==> config.mk <==
export PLATFORM = sky130hd
export DESIGN_NAME = cmg_clock_mode_gen
export DESIGN_NICKNAME = d
export VERILOG_FILES = /design/src/design/cmg_pkg.sv /design/src/design/cmg_ref_if.sv /design/src/design/cmg_edge_det.sv /design/src/design/cmg_clock_mode_gen.sv
export VERILOG_INCLUDE_DIRS = /design/src /design/src/design
export SDC_FILE = /design/constraint.sdc
export NUM_CORES = 1
export LEC_CHECK = 0
export BUFFER_PORTS_ARGS = -buffer_cell sky130_fd_sc_hd__clkbuf_2
export CELL_PAD_IN_SITES_DETAIL_PLACEMENT = 0
export CELL_PAD_IN_SITES_GLOBAL_PLACEMENT = 2
export CORE_MARGIN = 2
export CORE_UTILIZATION = 30
export CTS_CLUSTER_SIZE = 20
export DETAILED_ROUTE_END_ITERATION = 8
export GPL_TIMING_DRIVEN = 0
export PLACE_DENSITY_LB_ADDON = 0.1
export SYNTH_ARGS = -nofsm -noshare
export SYNTH_HDL_FRONTEND = slang
export SYNTH_SLANG_ARGS = --single-unit
==> constraint.sdc <==
create_clock -name clk_i -period 5.4 [get_ports clk_i]
set_clock_uncertainty 0.15 [all_clocks]
set_input_delay 0.54 -clock clk_i [delete_from_list [all_inputs] [get_ports clk_i]]
set_output_delay 0.54 -clock clk_i [all_outputs]
set_load 0.05 [all_outputs]
==> src/design/cmg_defines.svh <==
// Constants for the clock mode generator
`ifndef CMG_DEFINES_SVH
`define CMG_DEFINES_SVH
`define CMG_MODE_EXT_DIV2 3'b001
`define CMG_MODE_PLL_MUL2 3'b011
`define CMG_MODE_OSC_DIV2 3'b111
`define CMG_PLL_LOCK_PERIODS 1500
`define CMG_PLL_FACTOR 2
`define CMG_EDGE_TIMEOUT 16'd64
`endif

==> src/design/cmg_pkg.sv <==
// Types for the clock mode generator
package cmg_pkg;
    typedef enum logic [3:0] {
        CMG_ST_OFF = 4'b0001,
        CMG_ST_DIV = 4'b0010,
        CMG_ST_LOCK = 4'b0100,
        CMG_ST_RUN = 4'b1000
    } cmg_state_type;
endpackage : cmg_pkg

==> src/design/cmg_ref_if.sv <==
// Reference edge carrier between edge detector and generator
interface cmg_ref_if;
    logic rise;
    logic fall;
    logic level;
    modport src (output rise, output fall, output level);
    modport dst (input rise, input fall, input level);
endinterface : cmg_ref_if

==> src/design/cmg_edge_det.sv <==
// Edge detector on the sampled reference input
module cmg_edge_det (
    input wire logic clk_i,
    input wire logic nrst_i,
    input wire logic ref_i,
    cmg_ref_if.src edges
);
    logic prev_reg;

    always_ff @(posedge clk_i or negedge nrst_i) begin
        if (!nrst_i) begin
            prev_reg <= 1'b0;
        end else begin
            prev_reg <= ref_i;
        end
    end

    assign edges.rise = ref_i & ~prev_reg;
    assign edges.fall = ~ref_i & prev_reg;
    assign edges.level = prev_reg;
endmodule : cmg_edge_det

==> src/design/cmg_clock_mode_gen.sv <==
// Clock mode generator: mode decode, divide, multiply and lock phase
// Contract
// - Mode 0,0,1: external input halved, oscillator off.
// - Mode 0,1,1: PLL doubles the external input; factor two only.
// - Mode 1,1,1: oscillator on, crystal or external input halved.
// - With a crystal, machine clock is exactly half crystal frequency.
// - External divide: clock input halved, crystal drive pin unused.
// - PLL counts up to 1500 input periods unsynchronized before lock.
// - Divide modes fully static, no minimum input frequency.
// - PLL input stops only in deep idle; restart reapplies lock phase.
`include "cmg_defines.svh"
module cmg_clock_mode_gen
    import cmg_pkg::*;
#(
    parameter int LOCK_PERIODS = `CMG_PLL_LOCK_PERIODS
) (
    input wire logic clk_i,
    input wire logic nrst_i,
    input wire logic clock_mode_select_a_i,
    input wire logic clock_mode_select_b_i,
    input wire logic clock_mode_select_c_i,
    input wire logic clock_input_pin_i,
    input wire logic deep_idle_state_i,
    output logic machine_clock_output_o,
    output logic osc_enable_o,
    output logic crystal_drive_pin_o,
    output logic crystal_drive_pin_oe_n_o,
    output logic pll_locked_o,
    output logic mode_reserved_o
);
    localparam int CW = 16;

    // Lock counter is CW bits wide
    if (LOCK_PERIODS < 1 || LOCK_PERIODS > 65535) begin : g_bad_lock
        $error("LOCK_PERIODS out of range");
    end

    cmg_ref_if edges ();
    cmg_edge_det u_edge (
        .clk_i(clk_i),
        .nrst_i(nrst_i),
        .ref_i(clock_input_pin_i),
        .edges(edges)
    );

    wire logic [2:0] mode = {clock_mode_select_a_i, clock_mode_select_b_i,
                             clock_mode_select_c_i};
    wire logic is_ext = (mode == `CMG_MODE_EXT_DIV2);
    wire logic is_pll = (mode == `CMG_MODE_PLL_MUL2);
    wire logic is_osc = (mode == `CMG_MODE_OSC_DIV2);
    wire logic is_div = is_ext | is_osc;
    wire logic is_rsv = ~(is_div | is_pll);

    cmg_state_type state_reg, state_next;
    logic [CW-1:0] lock_cnt_reg, lock_cnt_next;
    logic [CW-1:0] quarter_reg, quarter_next;
    logic [CW-1:0] per_cnt_reg, per_cnt_next;
    logic [CW-1:0] qtr_cnt_reg;
    logic [1:0] ins_left_reg;
    logic div_reg, clk_reg, locked_reg, osc_reg, rsv_reg, oe_n_reg;

    // Divide-by-two toggles on each rising input edge, no timing dependence
    wire logic div_next = edges.rise ? ~div_reg : div_reg;
    // Input considered stopped when no rising edge for the timeout
    wire logic stalled = (per_cnt_reg >= `CMG_EDGE_TIMEOUT);
    wire logic restart = is_pll & stalled & deep_idle_state_i;
    wire logic [CW-1:0] per_len = per_cnt_reg + CW'(1);
    // Three toggles inserted at quarter points: two machine periods per input period
    wire logic qtr_hit = (qtr_cnt_reg == quarter_reg - CW'(1)) & (quarter_reg != '0)
                         & (ins_left_reg != 2'h0);
    wire logic pll_toggle = edges.rise | qtr_hit;
    wire logic [CW-1:0] qtr_cnt_next = pll_toggle ? '0 : qtr_cnt_reg + CW'(1);
    wire logic [1:0] ins_dec = ins_left_reg - 2'h1;
    wire logic [1:0] ins_left_next = edges.rise ? 2'h3 : (qtr_hit ? ins_dec : ins_left_reg);

    always_comb begin
        state_next = state_reg;
        lock_cnt_next = lock_cnt_reg;
        case (state_reg)
            CMG_ST_OFF: begin
                if (is_div) begin
                    state_next = CMG_ST_DIV;
                end else if (is_pll) begin
                    state_next = CMG_ST_LOCK;
                    lock_cnt_next = '0;
                end
            end
            CMG_ST_DIV: begin
                if (!is_div) begin
                    state_next = CMG_ST_OFF;
                end
            end
            CMG_ST_LOCK: begin
                if (!is_pll || restart) begin
                    state_next = CMG_ST_OFF;
                end else if (edges.rise) begin
                    if (lock_cnt_reg == CW'(LOCK_PERIODS - 1)) begin
                        state_next = CMG_ST_RUN;
                    end
                    lock_cnt_next = lock_cnt_reg + 1'b1;
                end
            end
            CMG_ST_RUN: begin
                if (!is_pll || restart) begin
                    state_next = CMG_ST_OFF;
                end
            end
            default: state_next = CMG_ST_OFF;
        endcase
    end

    // Period measure for the multiply: quarter period spaces the inserted edges
    always_comb begin
        per_cnt_next = per_cnt_reg;
        quarter_next = quarter_reg;
        if (edges.rise) begin
            per_cnt_next = '0;
            quarter_next = {2'h0, per_len[CW-1:2]};
        end else if (!stalled) begin
            per_cnt_next = per_cnt_reg + 1'b1;
        end
    end

    always_ff @(posedge clk_i or negedge nrst_i) begin
        if (!nrst_i) begin
            state_reg <= CMG_ST_OFF;
            lock_cnt_reg <= '0;
            per_cnt_reg <= '0;
            quarter_reg <= '0;
            qtr_cnt_reg <= '0;
            ins_left_reg <= 2'h0;
            div_reg <= 1'b0;
            clk_reg <= 1'b0;
            locked_reg <= 1'b0;
            osc_reg <= 1'b0;
            oe_n_reg <= 1'b1;
            rsv_reg <= 1'b0;
        end else begin
            state_reg <= state_next;
            lock_cnt_reg <= lock_cnt_next;
            per_cnt_reg <= per_cnt_next;
            quarter_reg <= quarter_next;
            qtr_cnt_reg <= qtr_cnt_next;
            ins_left_reg <= ins_left_next;
            // Divider phase follows the output so every input rise toggles it
            div_reg <= (state_reg == CMG_ST_DIV) ? div_next : 1'b0;
            locked_reg <= (state_next == CMG_ST_RUN);
            osc_reg <= is_osc;
            oe_n_reg <= ~is_osc;
            rsv_reg <= is_rsv;
            if (state_reg == CMG_ST_DIV) begin
                clk_reg <= div_next;
            end else if (state_reg == CMG_ST_RUN) begin
                // One machine period per input half period
                clk_reg <= pll_toggle ? ~clk_reg : clk_reg;
            end else begin
                clk_reg <= 1'b0;
            end
        end
    end

    assign machine_clock_output_o = clk_reg;
    assign osc_enable_o = osc_reg;
    assign crystal_drive_pin_o = 1'b0;
    // Drive pin released except in oscillator mode; leaves it open otherwise
    assign crystal_drive_pin_oe_n_o = oe_n_reg;
    assign pll_locked_o = locked_reg;
    assign mode_reserved_o = rsv_reg;

    // Assertions
    property p_rsv_no_clk;
        @(posedge clk_i) disable iff (!nrst_i)
        is_rsv |=> ##1 !machine_clock_output_o;
    endproperty
    a_rsv_no_clk: assert property (p_rsv_no_clk) else $error("clock in reserved mode");

    property p_osc_off_ext;
        @(posedge clk_i) disable iff (!nrst_i)
        is_ext |=> !osc_enable_o;
    endproperty
    a_osc_off_ext: assert property (p_osc_off_ext) else $error("oscillator on in ext");

    property p_osc_on;
        @(posedge clk_i) disable iff (!nrst_i)
        is_osc |=> osc_enable_o && !crystal_drive_pin_oe_n_o;
    endproperty
    a_osc_on: assert property (p_osc_on) else $error("oscillator off in osc mode");

    property p_ext_drive_off;
        @(posedge clk_i) disable iff (!nrst_i)
        is_ext |=> crystal_drive_pin_oe_n_o;
    endproperty
    a_ext_drive_off: assert property (p_ext_drive_off) else $error("drive pin used");

    property p_div_toggle;
        @(posedge clk_i) disable iff (!nrst_i)
        (state_reg == CMG_ST_DIV && is_div) ##0 edges.rise |=>
            machine_clock_output_o != $past(machine_clock_output_o);
    endproperty
    a_div_toggle: assert property (p_div_toggle) else $error("divider missed edge");

    property p_div_static;
        @(posedge clk_i) disable iff (!nrst_i)
        (state_reg == CMG_ST_DIV && is_div && !edges.rise) |=> $stable(machine_clock_output_o);
    endproperty
    a_div_static: assert property (p_div_static) else $error("divider moved alone");

    property p_lock_hold;
        @(posedge clk_i) disable iff (!nrst_i)
        (state_reg == CMG_ST_LOCK) |-> !pll_locked_o && !machine_clock_output_o;
    endproperty
    a_lock_hold: assert property (p_lock_hold) else $error("locked too early");

    property p_lock_count;
        @(posedge clk_i) disable iff (!nrst_i)
        $rose(pll_locked_o) |-> lock_cnt_reg == CW'(LOCK_PERIODS);
    endproperty
    a_lock_count: assert property (p_lock_count) else $error("lock count wrong");

    property p_restart;
        @(posedge clk_i) disable iff (!nrst_i)
        (state_reg == CMG_ST_RUN && restart) |=> ##1 !pll_locked_o;
    endproperty
    a_restart: assert property (p_restart) else $error("no relock on restart");

    property p_pll_mode;
        @(posedge clk_i) disable iff (!nrst_i)
        pll_locked_o |-> $past(is_pll);
    endproperty
    a_pll_mode: assert property (p_pll_mode) else $error("locked outside pll");

    c_lock: cover property (@(posedge clk_i) disable iff (!nrst_i) $rose(pll_locked_o));
    c_div: cover property (@(posedge clk_i) disable iff (!nrst_i)
        state_reg == CMG_ST_DIV && $rose(machine_clock_output_o));
    c_rsv: cover property (@(posedge clk_i) disable iff (!nrst_i) $rose(mode_reserved_o));
    c_restart: cover property (@(posedge clk_i) disable iff (!nrst_i)
        state_reg == CMG_ST_RUN && restart);
endmodule : cmg_clock_mode_gen

After elaboration in Yosys (flattened, before gate mapping). Cells that the tools add are included.

Bits in read-only memories: 0. RAM bits: 0. Logic and storage cells: 78. Bits in latches: 0. Memories: 0. Output and inout port bits: 6. Bits in registers: 75. Input port bits: 7.

Multiplexer cells: 23. Bitwise operators: 13. Equal/unequal tests: 16. Divide/modulo/power cells: 0. Shift operators: 0. Add/sub/neg operators: 5. Multipliers: 0. Magnitude comparators: 1. Reductions and logical operators: 7.

Operator list (number): 16-bit 2-to-1 mux (7); 16-bit by 1-bit adder with 16-bit output, second input constant (3); 16-bit case mux with 2 select lines (1); 4-bit 2-to-1 mux (7); 16-bit by 11-bit == test with 1-bit output, second input constant (1); 16-bit == test (1); 16-bit by 7-bit >= comparator with 1-bit output, second input constant (1); 4-bit case mux with 4 select lines (1); 16-bit nonzero test (1); 14-bit by 1-bit subtractor with 15-bit output, second input constant (1); 2-bit != test, second input constant (5); 4-bit == test, second input constant (2); 2-bit nonzero test (3); 1-bit bitwise AND (5); 1-bit 2-to-1 mux (5); 1-bit NOT (5); 5-bit AND reduction (1); 4-bit by 1-bit == test with 1-bit output, second input constant (1); 4-bit by 2-bit == test with 1-bit output, second input constant (1); 4-bit by 3-bit == test with 1-bit output, second input constant (1); 2-bit 2-to-1 mux (2); 3-bit by 1-bit == test with 1-bit output, second input constant (1); 3-bit by 2-bit == test with 1-bit output, second input constant (1); 3-bit == test, second input constant (1); 5 further kinds (7).

Longest topological paths before layout.
Word-level depth: 8. Gate-level depth with buffers: 9. Depth with buffers taken out: 8.

Modules after synthesis. A second synthesis with hierarchy kept.

Cells, all modules: 463. Area total of the unflattened synthesis: 4266.6 um^2.

Modules (own cells, without submodules): cmg_clock_mode_gen (cells an instance 460, area each 4226.6 um^2, seq. area each 1854.3 um^2, times used 1); cmg_edge_det (cells an instance 3, area each 40.0 um^2, seq. area each 25.0 um^2, times used 1).

Least setup slack after synthesis. OpenSTA, ideal clock, no wires.

Path kind: register to register. From: reg quarter_reg[0]. To: reg qtr_cnt_reg[11]. Library setup time: 119 ps. Stages on the path, launching flop included: 10. Buffers on the path: 1. Required time: 5131 ps. Data arrival time: 2367 ps. Path slack: 2764 ps. Clock period less this slack: 2636 ps. Cells stage by stage: dfrtp_1 -> inv_1 -> ha_1 -> or4bb_1 -> a22oi_1 -> nand4_1 -> a2111o_1 -> o31ai_4 -> buf_6 -> nor2_1.

Longest elaborated chain between the ends: 6. Elaborated cells between the ends (all ways): 7. Classes of those cells: 1 x add/sub; 1 x eq/ne; 1 x mux; 3 x bitwise; 1 x reduce/logical.

Ends and longest elaborated chain: from (decl) (line cmg_clock_mode_gen.sv:56) `logic [CW-1:0] quarter_reg, quarter_next;`; from (signal assigned) (line cmg_clock_mode_gen.sv:142) `quarter_reg <= quarter_next;`; 14-bit by 1-bit subtractor with 15-bit output (line cmg_clock_mode_gen.sv:69) `wire logic qtr_hit = (qtr_cnt_reg == quarter_reg - CW'(1)) & (quarter_reg != '0)`; 16-bit == test (line cmg_clock_mode_gen.sv:69); 1-bit bitwise AND (*) (line cmg_clock_mode_gen.sv:69); 1-bit bitwise AND (*) (line cmg_clock_mode_gen.sv:70) `& (ins_left_reg != 2'h0);`; 1-bit OR (*) (line cmg_clock_mode_gen.sv:71) `wire logic pll_toggle = edges.rise | qtr_hit;`; 16-bit 2-to-1 mux (*) (line cmg_clock_mode_gen.sv:72) `wire logic [CW-1:0] qtr_cnt_next = pll_toggle ? '0 : qtr_cnt_reg + CW'(1);`; net qtr_cnt_next[11] (line cmg_clock_mode_gen.sv:72); to (signal assigned) (line cmg_clock_mode_gen.sv:143) `qtr_cnt_reg <= qtr_cnt_next;`; to (decl) (line cmg_clock_mode_gen.sv:58) `logic [CW-1:0] qtr_cnt_reg;`.

Mark *: on every way through the listed nets, which the timed path passes. The rest lies on a longest branch. A chain may end at the register's enable or synchronous reset.

Final worst setup path.
From: reg per_cnt_reg[14]. To: reg lock_cnt_reg[6].

Longest elaborated chain between the ends: 6.

Ends and longest elaborated chain: from (decl) (line cmg_clock_mode_gen.sv:57) `logic [CW-1:0] per_cnt_reg, per_cnt_next;`; from (signal assigned) (line cmg_clock_mode_gen.sv:141) `per_cnt_reg <= per_cnt_next;`; 16-bit by 7-bit >= comparator with 1-bit output (no source line); 1-bit bitwise AND (2 in a row) (line cmg_clock_mode_gen.sv:66) `wire logic restart = is_pll & stalled & deep_idle_state_i;`; 1-bit logical OR (line cmg_clock_mode_gen.sv:94) `if (!is_pll || restart) begin`; 2-bit != test (no source line); 5-bit AND reduction (no source line); to (signal assigned) (line cmg_clock_mode_gen.sv:140) `lock_cnt_reg <= lock_cnt_next;`; to (decl) (line cmg_clock_mode_gen.sv:55) `logic [CW-1:0] lock_cnt_reg, lock_cnt_next;`.

No other way between the ends.

==> results_dict.tcl <==
set metrics [dict create \
    dp_hpwl_um 7108 \
    crit_path_end_kind "register" \
    critPathRequiredTime_ns 5.46 \
    cap_violations 0 \
    avgRoutedWirePerCell_um 15.01 \
    synth_compound_area_share_pct 11.36 \
    post_synth.cell_area_avg_um2 9.289 \
    multiInputGateArea_um2 2095 \
    synthAdderAreaFrac_pct 1.833 \
    syn2layout_area_growth_pct 14.84 \
    fmax_mhz 320.3 \
    dr.pass1.iters 4 \
    p_seq_share_pct 40.0 \
    io_pins 13 \
    htreeDepth 3 \
    report.final.slew_viol_count 0 \
    fin_area_um2 4705 \
    cp.arrival_ns 3.18 \
    leakagePower_nw 2.042 \
    final_antenna_net_count 0 \
    core-area_um2 13300 \
    grt_max_degree 39 \
    cp_num_cells 7 \
    clk_pin_slew_worst_paths_ns 0.06 \
    dieArea_um2 14610 \
    synth_mux_area_share_pct 0 \
    synthXorXnorAreaFrac_pct 13.90 \
    rsz0062_at_grt "false" \
    cts_resized 0 \
    yosysTopAreaCell "dfrtp_1" \
    netlist.area_leader.share_pct 44.59 \
    grt_pass1_wl_um 16320 \
    gp_congestion 0.7505 \
    netlist_top_cells_area "dfrtp_1 (45%), xor2_1 (8.3%), xnor2_1 (5.6%)" \
    hold_violations 0 \
    worst_path_dominant_cell_family "compound AO/OA/AOI/OAI gates" \
    synth_top_family_by_area "simple AND/OR/NAND/NOR gates" \
    status "finished, final reports clean" \
    start_kind "register" \
    crit_slowest_cell "a2111oi_0" \
    dieHeight_um 120.9 \
    ff_latch_area_um2 1879 \
    switching_share_pct 28.61 \
    max_slew_margin_pct 32.79 \
    fin_tns_setup_ns 0 \
    setup_ws_ns 2.278 \
    gr-total-overflow 0 \
    hp-class "primary input to asynchronous set/reset pin" \
    finalSetupViolCount 0 \
    p_comb_share_pct 19.7 \
    power_switching_mw 0.4575 \
    cp_slowest_stage_delay_ns 0.96 \
    synth-simple-area-share_pct 23.95 \
    worstPathCellList "nor4_1, nand3_1, a2111oi_0, clkbuf_1, o2111ai_1, xor2_1, nor2_1" \
    timing.critical_path.buf_inv 1 \
    clock_latency_ns 0.34 \
    synth_cell_types 48 \
    vias 3125 \
    clkPwrFrac_pct 40.3 \
    fillers 1377 \
    power.density_nw_per_um2 339.9 \
    diodes 0 \
    placed_area_um2 4394 \
    yosysSeqAreaShare_pct 45.88 \
    cts_hold_buf 0 \
    netlist_instances 441 \
    post_cts_buffers 0 \
    cts_buffer_depth 2 \
    path_class "register to register" \
    fin_crit_sh_pct 57.82 \
    nets 477 \
    internal_power_mw 1.142 \
    syn_nets 454 \
    tightest_slew_ns 0.9827 \
    rr_worst_depth 7 \
    synth.ff_latch_count 75 \
    start_util_pct 30.81 \
    dieWidth_um 120.9 \
    cts.sinks 75 \
    vdd_drop_max_mv 0.1693 \
    numCtsBuffers 9 \
    synth_area_um2 4096 \
    grt_use_total_pct 14.53 \
    drive_above_1_share_pct 8.333 \
    antenna_found_initial 0 \
    path_max_fanout 10 \
    rows 42 \
    io_buffers 11 \
    grt_pass1_vias 3131 \
    drt_iter0_drc 176 \
    vias_per_cell 4.852 \
    wl_um 9669 \
    post-route-min-period_ns 3.122 \
    drc_errors 0 \
    yosys_warnings 0 \
    cts_tree "done" \
    pre_cts_slack_ns 2.209 \
    clockRootBuffer "clkbuf_16" \
]
[placed cells by master (no fill, tap or decap), drive strengths merged, types with 13 or more instances in the layout]
cell type	Yosys	layout
dfrtp	73	73
nor2	52	52
nand2	42	42
xor2	39	39
clkbuf	12	36
xnor2	26	26
o21ai	26	26
nand3	21	21
a21oi	15	15
inv	13	13
[synth_stat cells (all sizes together)]
master	number
a2111o	2
a2111oi	4
a211oi	2
a21oi	15
a221o	1
a22oi	1
a31o	1
a31oi	3
a32o	1
and2	8
and3	12
and4	3
buf	4
clkbuf	12
conb	1
dfrtp	73
dfstp	2
ha	6
inv	13
nand2	42
nand2b	7
nand3	21
nand3b	2
nand4	8
nand4bb	1
nor2	52
nor2b	5
nor3	11
nor4	11
o2111ai	3
o211a	1
o211ai	6
o21ai	26
o21bai	1
o31a	1
o31ai	2
or2	4
or3	3
or4	3
or4b	1
or4bb	1
xnor2	26
xor2	39
[final cells by class]
cell class	instances	area share [%]
inverters	13	1.037
multi-input cells	337	44.52
clock inverters	2	1.277
well taps	176	4.681
plain buffers	16	1.569
flip-flops and latches	75	39.95
clock buffers	13	5.319
repair buffers	12	1.649
[power groups by stage]
stage	clock network [mW]	logic (mW)	registers, mW
finish	0.645	0.315	0.640
CTS	0.661	0.319	0.640
floorplan	0	0.237	0.642
detailed placement	0	0.318	0.649
global route	0.689	0.358	0.647
global placement	0	0.315	0.651
[cell families (layout without fill, tap and decap cells)]
logic type | count (synthesis) | count (layout)
compound gates | 70 | 70
xor+xnor | 65 | 65
flops | 75 | 75
simple gates | 195 | 195
buf+inv | 29 | 56
fa+ha+maj | 6 | 6
other cells | 1 | 1
[metal layers]
metal	share of wire, %	wire length [um]	global-route usage [%]
met1	53	5093	20.24
met5	0	0	0
met4	2.1	204	6.541
met2	43	4149	21.84
met3	2.3	222	2.726
[per-stage QoR]
stage	total power, mW	util [%]	hold slack, ns	instances
2_1_floorplan	0.8787	-	0.09441	441
3_3_place_gp	0.9652	32.88	0.3597	628
3_5_place_dp	0.9676	33.05	0.3695	629
4_1_cts	1.620	35.38	0.08236	644
5_1_grt	1.695	35.38	0.1060	644
6_report	1.599	35.38	0.06545	644
[path summary, 6_finish.rpt]
path	startpoint	to	slack (ns)
max	per_cnt_reg[14]$_DFFE_PN0P_	lock_cnt_reg[6]$_DFFE_PN0P_	2.28
min	nrst_i	qtr_cnt_reg[11]$_DFF_PN0_	0.07
max reg2reg	per_cnt_reg[14]$_DFFE_PN0P_	lock_cnt_reg[6]$_DFFE_PN0P_	2.28
min reg2reg	lock_cnt_reg[0]$_DFFE_PN0P_	lock_cnt_reg[0]$_DFFE_PN0P_	0.37
max in group asynchronous	nrst_i	crystal_drive_pin_oe_n_o$_DFF_PN1_	4.37
min in group clk_i	clock_input_pin_i	u_edge.edges.level$_DFF_PN0_	0.18
No activity file was read; power rests on OpenSTA's default activity.
